===== config.mk =====
export PLATFORM = sky130hd
export DESIGN_NAME = serial_port_flow
export DESIGN_NICKNAME = d
export VERILOG_FILES = /design/src/serial_flow_pkg.sv /design/src/flow_buf2.sv /design/src/serial_rx_core.sv /design/src/serial_port_flow.sv
export VERILOG_INCLUDE_DIRS = /design/src
export SDC_FILE = /design/constraint.sdc
export NUM_CORES = 1
export LEC_CHECK = 0
export ABC_AREA = 1
export ABC_CLOCK_PERIOD_IN_PS = 3280
export BUFFER_PORTS_ARGS = -buffer_cell sky130_fd_sc_hd__buf_2
export CORE_MARGIN = 4
export CORE_UTILIZATION = 63
export CTS_CLUSTER_SIZE = 25
export DETAILED_ROUTE_END_ITERATION = 10
export PLACE_DENSITY = 0.86
export SLEW_MARGIN = 5
export SYNTH_ARGS = -nofsm -noshare
export SYNTH_HDL_FRONTEND = slang
export SYNTH_SLANG_ARGS = --single-unit

===== constraint.sdc =====
create_clock -name pclk -period 3.28 [get_ports pclk]
set_input_delay 0.164 -clock pclk [delete_from_list [all_inputs] [get_ports pclk]]
set_output_delay 0.164 -clock pclk [all_outputs]
set_load 0.01 [all_outputs]

===== src/serial_flow_params.svh =====
`ifndef SERIAL_FLOW_PARAMS_SVH
`define SERIAL_FLOW_PARAMS_SVH

// System clock rate in Hz
`define CLK_HZ 100000000
// Link rates in bit/s
`define BAUD_DEFAULT 115200
`define BAUD_MIN 9600
`define BAUD_MAX 921600
// Width of the baud divisor field
`define DIV_W 14
// Divisor values derived from the clock and the link rates
`define DIV_RESET (`CLK_HZ / `BAUD_DEFAULT)
`define DIV_LARGEST (`CLK_HZ / `BAUD_MIN)
`define DIV_SMALLEST (`CLK_HZ / `BAUD_MAX)
// Character frame: eight data bits, no parity, one stop bit
`define DATA_BITS 8
`define LAST_BIT 3'h7

// Register byte offsets
`define OFS_CTRL 12'h000
`define OFS_BAUD 12'h004
`define OFS_STATUS 12'h008

// Control register fields
`define CTRL_MODE_LSB 0
`define CTRL_MODE_MSB 1
`define CTRL_RESET 2'h0

// Status register bit positions
`define ST_RX_FULL 0
`define ST_TX_BUSY 1
`define ST_RTS_ON 2
`define ST_CTS_OFF 3
`define ST_OVERRUN 4
`define ST_FRAME_ERR 5

`endif


===== src/serial_flow_pkg.sv =====
package serial_flow_pkg;

  // Handshake setting: bit 0 drives the clear-to-send pin,
  // bit 1 makes transmission wait on request-to-send
  typedef enum logic [1:0] {
    HS_DISABLED = 2'b00,
    HS_RTS = 2'b01,
    HS_CTS = 2'b10,
    HS_RTSCTS = 2'b11
  } handshake_t;

  // Character engine states, shared by transmitter and receiver
  typedef enum logic [1:0] {
    CH_IDLE = 2'b00,
    CH_START = 2'b01,
    CH_DATA = 2'b10,
    CH_STOP = 2'b11
  } char_state_t;

endpackage


===== src/flow_buf2.sv =====
module flow_buf2 #(
  parameter int WIDTH = 8,
  parameter int DEPTH = 2
) (
  input wire logic pclk,
  input wire logic presetn,
  input wire logic in_valid,
  output logic in_ready,
  input wire logic [WIDTH-1:0] in_data,
  output logic out_valid,
  input wire logic out_ready,
  output logic [WIDTH-1:0] out_data
);
  import serial_flow_pkg::*;

  localparam int PW = (DEPTH > 1) ? $clog2(DEPTH) : 1;
  localparam int CW = $clog2(DEPTH + 1);

  logic [WIDTH-1:0] mem [DEPTH]; // Entry storage in flip-flops
  logic [PW-1:0] wr_ptr, next_wr_ptr; // Next slot to fill
  logic [PW-1:0] rd_ptr, next_rd_ptr; // Oldest slot
  logic [CW-1:0] count, next_count; // Entries held
  logic next_in_ready, next_out_valid;
  logic [WIDTH-1:0] next_out_data; // Head word as it will stand next cycle
  logic push, pop;

  // Flags are registered so neither side sees a combinational path
  always_comb begin
    push = in_valid && in_ready;
    pop = out_valid && out_ready;
    next_wr_ptr = wr_ptr;
    next_rd_ptr = rd_ptr;
    if (push) begin
      next_wr_ptr = (wr_ptr == PW'(DEPTH - 1)) ? '0 : wr_ptr + 1'b1;
    end
    if (pop) begin
      next_rd_ptr = (rd_ptr == PW'(DEPTH - 1)) ? '0 : rd_ptr + 1'b1;
    end
    next_count = count + CW'(push) - CW'(pop);
    next_in_ready = (next_count != CW'(DEPTH));
    next_out_valid = (next_count != '0);
    // Head word is registered so the consumer sees a flop, not a mux;
    // a word written into the slot that becomes the head is forwarded
    next_out_data = out_data;
    if (next_count != '0) begin
      if (push && wr_ptr == next_rd_ptr) begin
        next_out_data = in_data;
      end else begin
        next_out_data = mem[next_rd_ptr];
      end
    end
  end

  // Pointer and flag registers
  always_ff @(posedge pclk or negedge presetn) begin
    if (!presetn) begin
      wr_ptr <= '0;
      rd_ptr <= '0;
      count <= '0;
      in_ready <= 1'b1;
      out_valid <= 1'b0;
      out_data <= '0;
    end else begin
      wr_ptr <= next_wr_ptr;
      rd_ptr <= next_rd_ptr;
      count <= next_count;
      in_ready <= next_in_ready;
      out_valid <= next_out_valid;
      out_data <= next_out_data;
    end
  end

  // Data slots carry no reset; valid guards their use
  generate
    for (genvar i = 0; i < DEPTH; i++) begin : g_slot
      always_ff @(posedge pclk) begin
        if (push && wr_ptr == PW'(i)) begin
          mem[i] <= in_data;
        end
      end
    end
  endgenerate

endmodule // flow_buf2


===== src/serial_rx_core.sv =====
`include "serial_flow_params.svh"

module serial_rx_core (
  input wire logic pclk,
  input wire logic presetn,
  input wire logic rxd_sync,
  input wire logic [`DIV_W-1:0] div,
  output logic rx_valid,
  output logic [7:0] rx_data,
  output logic rx_frame_err
);
  import serial_flow_pkg::*;

  char_state_t state, next_state; // Receive sequence
  logic [`DIV_W-1:0] cnt, next_cnt; // Cycles to next sample point
  logic [2:0] bit_idx, next_bit_idx; // Data bit being taken
  logic [7:0] next_rx_data;
  logic next_rx_valid, next_rx_frame_err;

  // Sample at mid-bit: half a divisor after the falling start edge
  always_comb begin
    next_state = state;
    next_cnt = cnt;
    next_bit_idx = bit_idx;
    next_rx_data = rx_data;
    next_rx_valid = 1'b0;
    next_rx_frame_err = 1'b0;
    case (state)
      CH_IDLE: begin
        if (!rxd_sync) begin
          next_state = CH_START;
          next_cnt = div >> 1;
        end
      end
      CH_START: begin
        if (cnt == '0) begin
          // A glitch shorter than half a bit is dropped here
          next_state = rxd_sync ? CH_IDLE : CH_DATA;
          next_cnt = div - 1'b1;
          next_bit_idx = '0;
        end else begin
          next_cnt = cnt - 1'b1;
        end
      end
      CH_DATA: begin
        if (cnt == '0) begin
          next_rx_data = {rxd_sync, rx_data[7:1]}; // LSB first
          next_cnt = div - 1'b1;
          next_bit_idx = bit_idx + 1'b1;
          if (bit_idx == `LAST_BIT) begin
            next_state = CH_STOP;
          end
        end else begin
          next_cnt = cnt - 1'b1;
        end
      end
      CH_STOP: begin
        if (cnt == '0) begin
          next_rx_valid = rxd_sync;
          next_rx_frame_err = !rxd_sync;
          next_state = CH_IDLE;
        end else begin
          next_cnt = cnt - 1'b1;
        end
      end
      default: begin
        next_state = CH_IDLE;
      end
    endcase
  end

  // Receiver registers
  always_ff @(posedge pclk or negedge presetn) begin
    if (!presetn) begin
      state <= CH_IDLE;
      cnt <= '0;
      bit_idx <= '0;
      rx_data <= '0;
      rx_valid <= 1'b0;
      rx_frame_err <= 1'b0;
    end else begin
      state <= next_state;
      cnt <= next_cnt;
      bit_idx <= next_bit_idx;
      rx_data <= next_rx_data;
      rx_valid <= next_rx_valid;
      rx_frame_err <= next_rx_frame_err;
    end
  end

endmodule // serial_rx_core


===== src/serial_port_flow.sv =====
`include "serial_flow_params.svh"

module serial_port_flow (
  input wire logic pclk,
  input wire logic presetn,
  // APB slave
  input wire logic psel,
  input wire logic penable,
  input wire logic pwrite,
  input wire logic [11:0] paddr,
  input wire logic [31:0] pwdata,
  output logic [31:0] prdata,
  output logic pready,
  output logic pslverr,
  // Host stream toward the target
  input wire logic tx_valid,
  output logic tx_ready,
  input wire logic [7:0] tx_data,
  // Host stream from the target
  output logic rx_valid,
  input wire logic rx_ready,
  output logic [7:0] rx_data,
  // Target link pins
  output logic txd,
  input wire logic rxd,
  input wire logic target_rts_n,
  output logic target_cts_n_o,
  output logic target_cts_oe_n
);
  import serial_flow_pkg::*;

  localparam logic [`DIV_W-1:0] DIV_RST = `DIV_W'(`DIV_RESET);
  localparam logic [`DIV_W-1:0] DIV_HI = `DIV_W'(`DIV_LARGEST);
  localparam logic [`DIV_W-1:0] DIV_LO = `DIV_W'(`DIV_SMALLEST);

  // Pin synchronisers; the first stages feed only the second
  logic rxd_meta, rxd_sync;
  logic rts_meta, rts_sync_n;

  // Software-visible state
  handshake_t mode, next_mode; // Handshake setting
  logic [`DIV_W-1:0] div, next_div; // Cycles per bit
  logic overrun, next_overrun; // Receive word lost, sticky
  logic frame_err, next_frame_err; // Bad stop bit, sticky

  // APB answer state
  logic next_pready, next_pslverr;
  logic [31:0] next_prdata;
  logic acc, wr_en; // Access phase, write taking effect
  logic [31:0] status_word;
  logic [`DIV_W-1:0] div_req;

  // Transmit engine
  char_state_t tx_state, next_tx_state;
  logic [`DIV_W-1:0] tx_cnt, next_tx_cnt;
  logic [2:0] tx_bit, next_tx_bit;
  logic [7:0] tx_shift, next_tx_shift;
  logic next_txd;
  logic txb_valid, txb_pop;
  logic [7:0] txb_data;
  logic send_ok;

  // Receive path
  logic core_valid, core_ferr;
  logic [7:0] core_data;
  logic rxb_ready;

  // Clear-to-send pin
  logic next_cts_n, next_cts_oe_n;

  // Two-stage synchronisers for the asynchronous pins
  always_ff @(posedge pclk or negedge presetn) begin
    if (!presetn) begin
      rxd_meta <= 1'b1;
      rxd_sync <= 1'b1;
      rts_meta <= 1'b1;
      rts_sync_n <= 1'b1;
    end else begin
      rxd_meta <= rxd;
      rxd_sync <= rxd_meta;
      rts_meta <= target_rts_n;
      rts_sync_n <= rts_meta;
    end
  end

  // Status word shows the block's state and the target's request-to-send line
  always_comb begin
    status_word = '0;
    status_word[`ST_RX_FULL] = !rxb_ready;
    status_word[`ST_TX_BUSY] = (tx_state != CH_IDLE) || txb_valid;
    status_word[`ST_RTS_ON] = !rts_sync_n;
    status_word[`ST_CTS_OFF] = target_cts_n_o && !target_cts_oe_n;
    status_word[`ST_OVERRUN] = overrun;
    status_word[`ST_FRAME_ERR] = frame_err;
  end

  // Register decode and update; zero-wait answer in the access phase
  always_comb begin
    acc = psel && penable && pready;
    wr_en = acc && pwrite;
    next_pready = psel && !penable;
    next_pslverr = 1'b0;
    next_prdata = '0;
    next_mode = mode;
    next_div = div;
    // Out-of-range rates are pulled to the nearest legal one
    div_req = pwdata[`DIV_W-1:0];
    if (pwdata[31:`DIV_W] != '0 || div_req > DIV_HI) begin
      div_req = DIV_HI;
    end else if (div_req < DIV_LO) begin
      div_req = DIV_LO;
    end
    if (psel && !penable) begin
      case (paddr)
        `OFS_CTRL: begin
          next_prdata[`CTRL_MODE_MSB:`CTRL_MODE_LSB] = mode;
        end
        `OFS_BAUD: begin
          next_prdata[`DIV_W-1:0] = div;
        end
        `OFS_STATUS: begin
          next_prdata = status_word;
        end
        default: begin
          next_pslverr = 1'b1;
        end
      endcase
    end
    if (wr_en && paddr == `OFS_CTRL) begin
      next_mode = handshake_t'(pwdata[`CTRL_MODE_MSB:`CTRL_MODE_LSB]);
    end
    if (wr_en && paddr == `OFS_BAUD) begin
      next_div = div_req;
    end
    // Write one to clear; a new event in the same cycle wins
    next_overrun = overrun;
    next_frame_err = frame_err;
    if (wr_en && paddr == `OFS_STATUS) begin
      if (pwdata[`ST_OVERRUN]) begin
        next_overrun = 1'b0;
      end
      if (pwdata[`ST_FRAME_ERR]) begin
        next_frame_err = 1'b0;
      end
    end
    if (core_valid && !rxb_ready) begin
      next_overrun = 1'b1;
    end
    if (core_ferr) begin
      next_frame_err = 1'b1;
    end
  end

  // Register and bus answer flops
  always_ff @(posedge pclk or negedge presetn) begin
    if (!presetn) begin
      mode <= HS_DISABLED;
      div <= DIV_RST;
      overrun <= 1'b0;
      frame_err <= 1'b0;
      pready <= 1'b0;
      pslverr <= 1'b0;
      prdata <= '0;
    end else begin
      mode <= next_mode;
      div <= next_div;
      overrun <= next_overrun;
      frame_err <= next_frame_err;
      pready <= next_pready;
      pslverr <= next_pslverr;
      prdata <= next_prdata;
    end
  end

  // Host words wait here so a paused link never drops one
  flow_buf2 #(
    .WIDTH(8),
    .DEPTH(2)
  ) u_tx_buf (
    .pclk(pclk),
    .presetn(presetn),
    .in_valid(tx_valid),
    .in_ready(tx_ready),
    .in_data(tx_data),
    .out_valid(txb_valid),
    .out_ready(txb_pop),
    .out_data(txb_data)
  );

  // Transmit sequencer; permission is checked only in idle, so a
  // character already started always finishes
  always_comb begin
    // Request-to-send is honoured only when bit 1 of the setting is set
    send_ok = !mode[1] || !rts_sync_n;
    txb_pop = 1'b0;
    next_tx_state = tx_state;
    next_tx_cnt = tx_cnt;
    next_tx_bit = tx_bit;
    next_tx_shift = tx_shift;
    next_txd = txd;
    case (tx_state)
      CH_IDLE: begin
        next_txd = 1'b1;
        if (txb_valid && send_ok) begin
          txb_pop = 1'b1;
          next_tx_shift = txb_data;
          next_tx_state = CH_START;
          next_tx_cnt = div - 1'b1;
          next_txd = 1'b0;
        end
      end
      CH_START: begin
        if (tx_cnt == '0) begin
          next_tx_state = CH_DATA;
          next_tx_cnt = div - 1'b1;
          next_tx_bit = '0;
          next_txd = tx_shift[0];
          next_tx_shift = {1'b0, tx_shift[7:1]};
        end else begin
          next_tx_cnt = tx_cnt - 1'b1;
        end
      end
      CH_DATA: begin
        if (tx_cnt == '0) begin
          next_tx_cnt = div - 1'b1;
          if (tx_bit == `LAST_BIT) begin
            next_tx_state = CH_STOP;
            next_txd = 1'b1;
          end else begin
            next_tx_bit = tx_bit + 1'b1;
            next_txd = tx_shift[0];
            next_tx_shift = {1'b0, tx_shift[7:1]};
          end
        end else begin
          next_tx_cnt = tx_cnt - 1'b1;
        end
      end
      CH_STOP: begin
        // Withdrawn request-to-send does not cut this character short
        if (tx_cnt == '0) begin
          next_tx_state = CH_IDLE;
        end else begin
          next_tx_cnt = tx_cnt - 1'b1;
        end
      end
      default: begin
        next_tx_state = CH_IDLE;
        next_txd = 1'b1;
      end
    endcase
  end

  // Transmit registers; line idles high
  always_ff @(posedge pclk or negedge presetn) begin
    if (!presetn) begin
      tx_state <= CH_IDLE;
      tx_cnt <= '0;
      tx_bit <= '0;
      tx_shift <= '0;
      txd <= 1'b1;
    end else begin
      tx_state <= next_tx_state;
      tx_cnt <= next_tx_cnt;
      tx_bit <= next_tx_bit;
      tx_shift <= next_tx_shift;
      txd <= next_txd;
    end
  end

  // Receiver shares the divisor so both directions run at one rate
  serial_rx_core u_rx_core (
    .pclk(pclk),
    .presetn(presetn),
    .rxd_sync(rxd_sync),
    .div(div),
    .rx_valid(core_valid),
    .rx_data(core_data),
    .rx_frame_err(core_ferr)
  );

  // Words from the target; its fill level drives clear-to-send
  flow_buf2 #(
    .WIDTH(8),
    .DEPTH(2)
  ) u_rx_buf (
    .pclk(pclk),
    .presetn(presetn),
    .in_valid(core_valid),
    .in_ready(rxb_ready),
    .in_data(core_data),
    .out_valid(rx_valid),
    .out_ready(rx_ready),
    .out_data(rx_data)
  );

  // Clear-to-send pin: driven only when bit 0 of the setting is set,
  // low means the target may send, high withdraws permission
  always_comb begin
    next_cts_oe_n = !mode[0];
    next_cts_n = !rxb_ready;
    if (!mode[0]) begin
      next_cts_n = 1'b1;
    end
  end

  // Clear-to-send registers; undriven out of reset
  always_ff @(posedge pclk or negedge presetn) begin
    if (!presetn) begin
      target_cts_n_o <= 1'b1;
      target_cts_oe_n <= 1'b1;
    end else begin
      target_cts_n_o <= next_cts_n;
      target_cts_oe_n <= next_cts_oe_n;
    end
  end

endmodule // serial_port_flow


# [After elaboration in Yosys (flattened, before gate mapping)]
# Memories as Yosys holds them, arrays and structs flattened.
# Index checks and enable logic that the tools add are counted.
[word_totals] ram_bits=32 input_bits=61 word_cells=224 ff_bits=143 output_inout_bits=47 memories=2
[memory_table] name="u_rx_buf.mem" words=2 word_bits=8 read_ports=1 rd_clocked_by_memory_dff=0 wr=1 line="flow_buf2.sv:19" source="logic [WIDTH-1:0] mem [DEPTH];"
[memory_table] name="u_tx_buf.mem" words=2 word_bits=8 read_ports=1 rd_clocked_by_memory_dff=0 wr=1 line="flow_buf2.sv:19"
[op_classes] mux=80 n_eq_ne=27 order_cmp=2 n_addsub=13 bitwise_logic=2 n_reduce_logical=62
[ops] operator="2-to-1 mux 14 bit" count=9
[ops] operator="one-hot mux 14 bit (3 select lines)" count=2
[ops] operator="2-to-1 mux 8 bit" count=8
[ops] operator="subtractor 14 x 1 -> 14 bit, second input constant" count=3
[ops] operator="2-to-1 mux 1 bit" count=37
[ops] operator="logical NOT 14 bit" count=2
[ops] operator="one-hot mux 12 bit (2 select lines)" count=1
[ops] operator="one-hot mux 8 bit (3 select lines)" count=1
[ops] operator="2-to-1 mux 2 bit" count=11
[ops] operator="inequality test 2 bit, second input constant" count=11
[ops] operator="logical AND 1 bit" count=20
[ops] operator="nonzero test 18 bit" count=1
[ops] operator="nonzero test 2 bit" count=9
[ops] operator="one-hot mux 2 bit (4 select lines)" count=2
[ops] operator="OR reduction 8 bit" count=2
[ops] operator="2-to-1 mux 3 bit" count=5
[ops] operator="AND reduction 5 bit" count=3
[ops] operator="> comparator 14 bit, second input constant" count=1
[ops] operator="less-than comparator 14 x 7 -> 1 bit, second input constant" count=1
[ops] operator="== test 12 x 3 -> 1 bit, second input constant" count=1
[ops] operator="== test 12 x 4 -> 1 bit, second input constant" count=1
[ops] operator="logical NOT 12 bit" count=1
[ops] operator="one-hot mux 3 bit (2 select lines)" count=2
[ops] operator="AND reduction 2 bit" count=5
[ops] operator="20 further kinds" count=47

# [Longest topological paths before layout]
# Gate-level depths: netlist of the first run.
[depth] ltp_word=10 depth_mapped=13 ltp_nobuf=13

# [Cells and area by module]
# Synthesis of the first run repeated with hierarchy kept, for this count alone.
[unflattened] hier_cells=1186 hier_area_um2=9281.4
[modules_own_cells] mod="serial_port_flow" seq_area_each_um2=1716.6 cells_per_inst=563 area_per_inst_um2=4221.5 n_inst=1
[modules_own_cells] mod="flow_buf2" seq_area_each_um2=832.0 cells_per_inst=138 area_per_inst_um2=1367.6 n_inst=2
[modules_own_cells] mod="serial_rx_core" seq_area_each_um2=725.7 cells_per_inst=347 area_per_inst_um2=2324.7 n_inst=1

# [Worst setup path before layout of the first run]
# No wires, ideal clock.
[synth_path] kind="register to register" start="register tx_state[0]" end="register u_tx_buf.out_data[0]" stages_incl_launch_ff=14 setup_time_ns=0.118 arrival_ns=2.016 synth_period_minus_slack_ns=2.133 t_required_ns=3.162 path_buffers=0 setup_slack_ns=1.147 path_cell_list="dfrtp_1 -> inv_1 -> ha_1 -> inv_1 -> nor2_2 -> ha_1 -> inv_1 -> ha_1 -> xnor2_1 -> xnor2_1 -> nor2_2 -> inv_2 -> nand3_1 -> nand2_1"
[synth_via] elab_cells_between_ends=10 classes_between="add/sub (1); eq/ne (1); mux (3); reduce/logical (4); memory (1)"
[synth_rtl] element="from (decl)" line="serial_port_flow.sv:54" source="char_state_t tx_state, next_tx_state;"
[synth_rtl] element="from (signal assigned)" line="serial_port_flow.sv:262" source="tx_state <= next_tx_state;"
[synth_rtl] element="logical NOT 2 bit" line="serial_port_flow.sv:201" source="case (tx_state)"
[synth_rtl] element="2-to-1 mux 1 bit" line="serial_port_flow.sv:201"
[synth_rtl] element="logical AND 1 bit" line="flow_buf2.sv:30" source="pop = out_valid && out_ready;"
[synth_rtl] element="subtractor 2 x 1 -> 2 bit" line="flow_buf2.sv:39" source="next_count = count + CW'(push) - CW'(pop);"
[synth_rtl] element="named net u_tx_buf.next_count[1]" line="flow_buf2.sv:22" source="logic [CW-1:0] count, next_count;"
[synth_rtl] element="nonzero test 2 bit"
[synth_rtl] element="named net u_tx_buf.next_out_valid" line="flow_buf2.sv:23" source="logic next_in_ready, next_out_valid;"
[synth_rtl] element="to (signal assigned)" line="flow_buf2.sv:69" source="out_data <= next_out_data;"
[synth_rtl] element="to (decl)" line="flow_buf2.sv:12" source="output logic [WIDTH-1:0] out_data"
# The timed path passes the listed nets, and every way through them passes these cells.
# A chain may end at the register's enable or synchronous reset.

# [Worst setup path after layout of the first run]
[layout_path] start="register tx_state[1]" end="register u_tx_buf.out_data[4]"
# The elaborated chain is that of the path after synthesis.

==> results of run 1 <==
## kinds of logic after synthesis
| logic type | Yosys count |
|---|---|
| and+or+nand+nor | 483 |
| buffers and inverters | 165 |
| DFF | 157 |
| AOI/OAI and AO/OA | 145 |
| xor gates and xnor gates | 33 |
| adders and majority gates | 23 |
| muxes | 7 |
| other | 1 |
## placed cells by master, fill, tap and decap left out, types with 23 or more instances in the layout
master	count
nand3_1	73
nand2_1	260
o21ai_0	56
ha_1	23
inv_1	118
buf_2	88
dfrtp_1	111
nor2_1	73
edfxtp_1	32
a21oi_1	51
## worst paths after layout
| kind | start | endpoint | slack, ns |
|---|---|---|---|
| min | pwdata[10] | div[10] | 0.02 |
| min reg2reg | rxd_meta | rxd_sync | 0.35 |
| min in group asynchronous | presetn | pready | 0.40 |
| max reg2reg | tx_state[1] | u_tx_buf.out_data[4] | 0.78 |
| max in group asynchronous | presetn | txd | 1.97 |
| max | tx_state[1] | u_tx_buf.out_data[4] | 0.78 |
## critical path, stage by stage (launching register included)
cell and delay (ns):
dfrtp_1 0.41, inv_1 0.10, ha_1 0.21, inv_1 0.10, nor2_2 0.06, ha_1 0.26
inv_1 0.04, ha_1 0.18, xnor2_1 0.18, xnor2_1 0.15, nor2_2 0.32, inv_2 0.15
nand3_1 0.14, nand2_1 0.08
## cell type report
type / instances / area share (%)
timing repair buffer: 108 / 6.415
inverter: 128 / 4.907
tap: 176 / 2.249
clock buffer: 19 / 4.422
clock inverter: 13 / 1.316
sequential: 157 / 41.94
multi-input combinational: 709 / 38.75
## flip-flops by register name (all words and copies together), names as in the netlist, 3 cells and up, named ones only
| name | count |
|---|---|
| u_tx_buf.mem | 16 |
| prdata | 14 |
| tx_bit | 3 |
| u_tx_buf.out_data | 8 |
| div | 14 |
| u_rx_core.cnt | 14 |
| tx_shift | 8 |
| u_rx_core.bit_idx | 3 |
| u_rx_buf.out_data | 8 |
| u_rx_core.rx_data | 8 |
| tx_cnt | 14 |
| u_rx_buf.mem | 16 |
## per-stage QoR
step / std cells / setup slack [ns] / total power, uW
final: 1310 / 0.7773 / 7287
after detailed placement: 1263 / 0.8347 / 5262
after global routing: 1310 / 0.6339 / 7728
after CTS: 1310 / 0.8438 / 7227
after global placement: 1263 / 0.9868 / 5156
after floorplan: 1031 / 1.147 / 4773
## per-layer routing
layer / vias up / share of wire [%] / track usage [%]
li1: 3464 / - / -
met1: 3438 / 41 / 34.09
met2: 331 / 49 / 43.61
met3: 71 / 6.8 / 6.261
met4: 0 / 3.6 / 13.02
met5: - / 0 / 0
## power groups by stage
stage          Clock [uW]  Sequential, uW  Combinational [uW]
5_1_grt              1990            2700                3040
6_report             1900            2660                2730
4_1_cts              1900            2650                2680
2_1_floorplan           0            2630                2140
3_3_place_gp            0            2670                2490
3_5_place_dp            0            2670                2590
## what timing repair did
item	4_1_cts	5_1_grt
endpoints found under the setup margin	0	0
hold buffers	15	0
endpoints found under the hold margin	77	0
==> flow_summary.json, run 1 <==
{
  "synthSimpleGateAreaFrac_pct": 25.28,
  "worstPathRequired_ns": 3.59,
  "dieArea_um2": 15560,
  "cts_tree": "built",
  "routed_wl_um": 20580,
  "cp-end-kind": "flip-flop",
  "hold_viol": 0,
  "yosys_warnings": 0,
  "power_frac_clock_pct": 26.1,
  "cp_data_arrival_time_ns": 2.81,
  "yosys_most_used_dff": "dfrtp_1",
  "clk_pin_slew_ns": 0.06,
  "grt_pass1_wl_um": 34070,
  "p_int_uw": 4401,
  "die_h_um": 124.7,
  "relSlewSlack_pct": 40.01,
  "switching_power_uw": 2886,
  "synthTopCellsByCount": "nand2_1 (260), inv_1 (118), dfrtp_1 (111)",
  "ys_types": 51,
  "antenna_found_initial": 0,
  "finalSetupTns_ns": 0,
  "drtIter0Drc": 696,
  "syn_inst": 1014,
  "clk_latency_ns": 0.43,
  "io_buffers": 89,
  "synth_top_area_share_pct": 32.36,
  "synth-edff-count": 32,
  "gp_congestion": 0.9217,
  "rsz0062_at_grt": "no",
  "synth.most_common_cell": "nand2_1",
  "wire_per_inst_um": 15.71,
  "grt_pass1_vias": 7135,
  "final_core_util_pct": 73.64,
  "ctsHtreeMaxLevel": 4,
  "numCtsBuffers": 17,
  "diodes": 0,
  "pwr-share-seq_pct": 36.5,
  "gr-usage-all-layers_pct": 26.90,
  "min_path_cells": 3,
  "num_io_pins": 108,
  "cp_max_fo": 9,
  "power.density_nw_per_um2": 744.2,
  "vias_per_cell": 5.576,
  "nFillCells": 924,
  "synth_top_family_by_area": "simple AND/OR/NAND/NOR gates",
  "final-seq-area_um2": 4106,
  "fmax_mhz": 399.6,
  "hold_ws_ns": 0.02345,
  "place_area_um2": 9079,
  "reg2regPathDepth": 13,
  "synth_xor_xnor_area_share_pct": 3.892,
  "startpoint_type": "flip-flop",
  "synthArstFlopShare_pct": 79.62,
  "fin_skew_ns": 0.007200,
  "drive_gt1_share_pct": 17.90,
  "tightest_slew_ns": 0.8999,
  "dp_hpwl_um": 13820,
  "muxShareOfSynthArea_pct": 0.9184,
  "maxCapViolations": 0,
  "die_w_um": 124.7,
  "synth_compound_area_share_pct": 9.971,
  "clock-sinks": 157,
  "ys_seq_area_share_pct": 47.84,
  "yosys.area.top_type": "dfrtp_1",
  "syn_area_um2": 8583,
  "synthAdderAreaFrac_pct": 3.353,
  "ys_ff_latch": 157,
  "fin_area_um2": 9791,
  "post-cts-setup-buffer-count": 0,
  "ir_drop_mv": 0.6970,
  "grt_max_degree": 69,
  "slew_viol_final": 0,
  "p_comb_share_pct": 37.4,
  "fin_crit_sh_pct": 76.30,
  "fin_crit_ns": 2.503,
  "critical_path_class": "flip-flop to flip-flop",
  "grt_overflow": 0,
  "synth.avg_cell_area_um2": 8.465,
  "dr.pass1.iters": 5,
  "rows": 42,
  "setup_viol": 0,
  "clockBufferDepth": 2,
  "ant_nets": 0,
  "drcViolationCount": 0,
  "vias": 7304,
  "synth.area.top_cells": "dfrtp_1 (32%), nand2_1 (11%), edfxtp_1 (11%)",
  "cts_root_buffer": "clkbuf_16",
  "p_sw_share_pct": 39.60,
  "status": "complete, no violations",
  "cts_resized": 0,
  "hold_class": "primary input to flip-flop",
  "syn2layout_area_growth_pct": 14.07,
  "core_um2": 13300,
  "p_leak_uw": 0.004698,
  "start_util_pct": 64.56,
  "finalNetCount": 1205,
  "multiInputGateArea_um2": 3794
}
Note: power is estimated with default switching activity, not from simulation.
==> inputs of run 2 (changes only) <==
--- a/config.mk
+++ b/config.mk
@@ -6,14 +6,14 @@
 export SDC_FILE = /design/constraint.sdc
 export NUM_CORES = 1
 export LEC_CHECK = 0
-export ABC_AREA = 1
-export ABC_CLOCK_PERIOD_IN_PS = 3280
+export ABC_AREA = 0
+export ABC_CLOCK_PERIOD_IN_PS = 2400
 export BUFFER_PORTS_ARGS = -buffer_cell sky130_fd_sc_hd__buf_2
 export CORE_MARGIN = 4
-export CORE_UTILIZATION = 63
+export CORE_UTILIZATION = 58
 export CTS_CLUSTER_SIZE = 25
 export DETAILED_ROUTE_END_ITERATION = 10
-export PLACE_DENSITY = 0.86
+export PLACE_DENSITY = 0.8
 export SLEW_MARGIN = 5
 export SYNTH_ARGS = -nofsm -noshare
 export SYNTH_HDL_FRONTEND = slang
==> constraint.sdc (replaced) <==
create_clock -name pclk -period 2.4 [get_ports pclk]
set_input_delay 0.12 -clock pclk [delete_from_list [all_inputs] [get_ports pclk]]
set_output_delay 0.12 -clock pclk [all_outputs]
set_load 0.01 [all_outputs]
==> flow_summary.json, run 2 <==
{
  "ys_seq_area_share_pct": 51.26,
  "cp_data_arrival_time_ns": 2.76,
  "clk_latency_ns": 0.43,
  "multiInputGateArea_um2": 3730,
  "gr-usage-all-layers_pct": 25.80,
  "ir_drop_mv": 0.8418,
  "wire_per_inst_um": 18.94,
  "drive_gt1_share_pct": 31.38,
  "worstPathCellList": "or4_4 > or4_4 > buf_6 > o21ai_4 > buf_12 > a211oi_1 > a211oi_1",
  "setup_viol": 4,
  "cp-end-kind": "flip-flop",
  "dp_cells": 1023,
  "fin_crit_ns": 2.425,
  "routed_wl_um": 20780,
  "violations": "negative setup slack",
  "hold-path-endpoint": "pslverr",
  "slew_viol_final": 0,
  "synth_top_area_share_pct": 34.67,
  "layout_commonest_cell": "dfrtp_1",
  "cts_tree": "built",
  "core_um2": 13400,
  "critPathBufInv": 2,
  "gp_congestion": 0.9488,
  "tightest_slew_ns": 0.7030,
  "yosys_warnings": 0,
  "vias_per_cell": 5.975,
  "setup_ws_ns": -0.02483,
  "hold_class": "primary input to flip-flop",
  "yosys.area.top_type": "dfrtp_1",
  "holdCritStartpoint": "paddr[2]",
  "final_cells": 1097,
  "fin_crit_sh_pct": 101.0,
  "final-seq-area_um2": 4108,
  "dp_hpwl_um": 14080,
  "clockBufferDepth": 2,
  "vias": 6555,
  "grt_max_degree": 60,
  "cp_max_fo": 5,
  "yosys_most_used_dff": "dfrtp_1",
  "nFillCells": 873,
  "synth.area.top_cells": "dfrtp_1 (35%), edfxtp_1 (12%), mux2_2 (4.8%)",
  "p_leak_uw": 0.004623,
  "ant_nets": 0,
  "status": "complete, but fails checks",
  "drtIter0Drc": 571,
  "ctsHtreeMaxLevel": 4,
  "finalNetCount": 992,
  "min_path_cells": 3,
  "synthTopCellsByCount": "dfrtp_1 (111), nor2_1 (60), nand2_1 (50)",
  "relSlewSlack_pct": 52.96,
  "mostFrequentLayoutCells": "dfrtp_1 (110), buf_2 (88), nor2_1 (59), buf_4 (53), nand2_1 (50)",
  "worstPathRequired_ns": 2.74,
  "synthArstFlopShare_pct": 79.62,
  "rows": 42,
  "start_util_pct": 59.79,
  "synth-edff-count": 32,
  "critPathMaxStageDelay_ns": 0.55,
  "dr.pass1.iters": 7,
  "rsz0062_at_grt": "yes",
  "power.density_nw_per_um2": 1295,
  "clock-sinks": 157,
  "drcViolationCount": 0,
  "fin_skew_ns": 0.008165,
  "die_h_um": 125.5,
  "syn2layout_area_growth_pct": 26.17,
  "grt_pass1_wl_um": 32870,
  "reg_top3": "u_rx_buf.mem x16, u_tx_buf.mem x16",
  "fmax_mhz": 412.4,
  "cp_slowest_cell": "or4_4",
  "hold_viol": 0,
  "grt_overflow": 0,
  "numCtsBuffers": 17,
  "syn_area_um2": 8011,
  "cts_root_buffer": "clkbuf_16",
  "r2r_setup_slack_ns": -0.02,
  "regToRegEndpoint": "u_rx_core.cnt[12]",
  "critPathTopFamily": "simple AND/OR/NAND/NOR gates",
  "dieArea_um2": 15760,
  "ys_ff_latch": 157,
  "reg2regPathDepth": 7,
  "synth.avg_cell_area_um2": 10.77,
  "synth.most_common_cell": "dfrtp_1",
  "syn_inst": 744,
  "antenna_found_initial": 0,
  "io_buffers": 89,
  "startpoint_type": "flip-flop",
  "ys_types": 72,
  "maxCapViolations": 0,
  "dpl_worst_slack_ns": -0.08170,
  "die_w_um": 125.5,
  "grt_pass1_vias": 6560,
  "r2r-start": "u_rx_core.cnt[12]",
  "clk_pin_slew_ns": 0.07,
  "critical_path_class": "flip-flop to flip-flop",
  "num_io_pins": 108,
  "diodes": 0
}
==> run 2: kinds of logic (layout without fill, tap and decap cells) <==
kind of cell,count (synthesis),count (layout),synth area share (%)
multiplexers,53,53,7.153
AO/OA/AOI/OAI,157,157,14.20
XOR/XNOR,27,27,3.405
adder cells (fa/ha/maj),23,23,3.592
buffers and inverters,100,260,5.794
flip-flops,157,157,51.26
other,1,18,0.04681
AND/OR/NAND/NOR,226,226,14.56
==> run 2: worst max path at each step <==
stage / endpoint / from / slack (ns) / cells after the start
finish: u_rx_core.cnt[12] / u_rx_core.cnt[12] / -0.02 / 7
global route: u_rx_core.cnt[12] / u_rx_core.cnt[0] / -0.04 / 9
CTS: u_rx_core.cnt[11] / u_rx_core.cnt[1] / -0.01 / 7
detailed placement: u_tx_buf.out_data[0] / tx_state[1] / -0.08 / 11
global placement: u_rx_core.cnt[11] / u_rx_core.cnt[0] / 0.007 / 7
floorplan: u_rx_core.cnt[11] / u_rx_core.cnt[12] / -0.13 / 8
==> run 2: tightest hold or removal path, cell delays in order <==
cell and delay [ns]:
buf_2 0.15, nand2_1 0.07, a21boi_0 0.07
==> run 2: what timing repair did <==
action                                  4_1_cts  5_1_grt
gates cloned                                  0        3
buffers inserted                              8        6
endpoints found under the setup margin       11       37
hold buffers                                 25        0
gates resized for setup                      10       33
hold endpoints to repair                     76        0
pin swaps                                     9       14
==> run 2: layer usage <==
layer	track usage, %	wire, um	share of wire (%)
met5	0	0	0
met4	8.036	519	2.5
met3	5.501	1442	6.9
met2	43.14	10190	49
met1	33.90	8625	42
==> run 2: stage by stage <==
step	TNS (ns)	hold WS (ns)	utilization, %	total power, uW	area, um^2
2_1_floorplan	-0.9489	-0.1756	-	7960	8144
3_3_place_gp	0	0.1218	66.55	9233	8919
3_5_place_dp	-0.3840	0.1277	66.55	9551	8919
4_1_cts	-0.01907	0.01997	73.51	12500	9851
5_1_grt	-0.3016	0.06283	75.43	13870	10110
6_report	-0.03310	0.03448	75.43	13100	10110
==> run 2: power breakdown <==
part | internal, uW | switching, uW
registers | 3460 | 482
logic | 3130 | 3350
clock network | 1540 | 1130
==> run 2: layout make-up <==
class | count | share of cell area, %
Clock inverter | 15 | 1.584
Tap cell | 176 | 2.178
Sequential cell | 157 | 40.64
Timing Repair Buffer | 178 | 12.64
Clock buffer | 17 | 4.208
Inverter | 50 | 1.857
Multi-Input combinational cell | 504 | 36.90
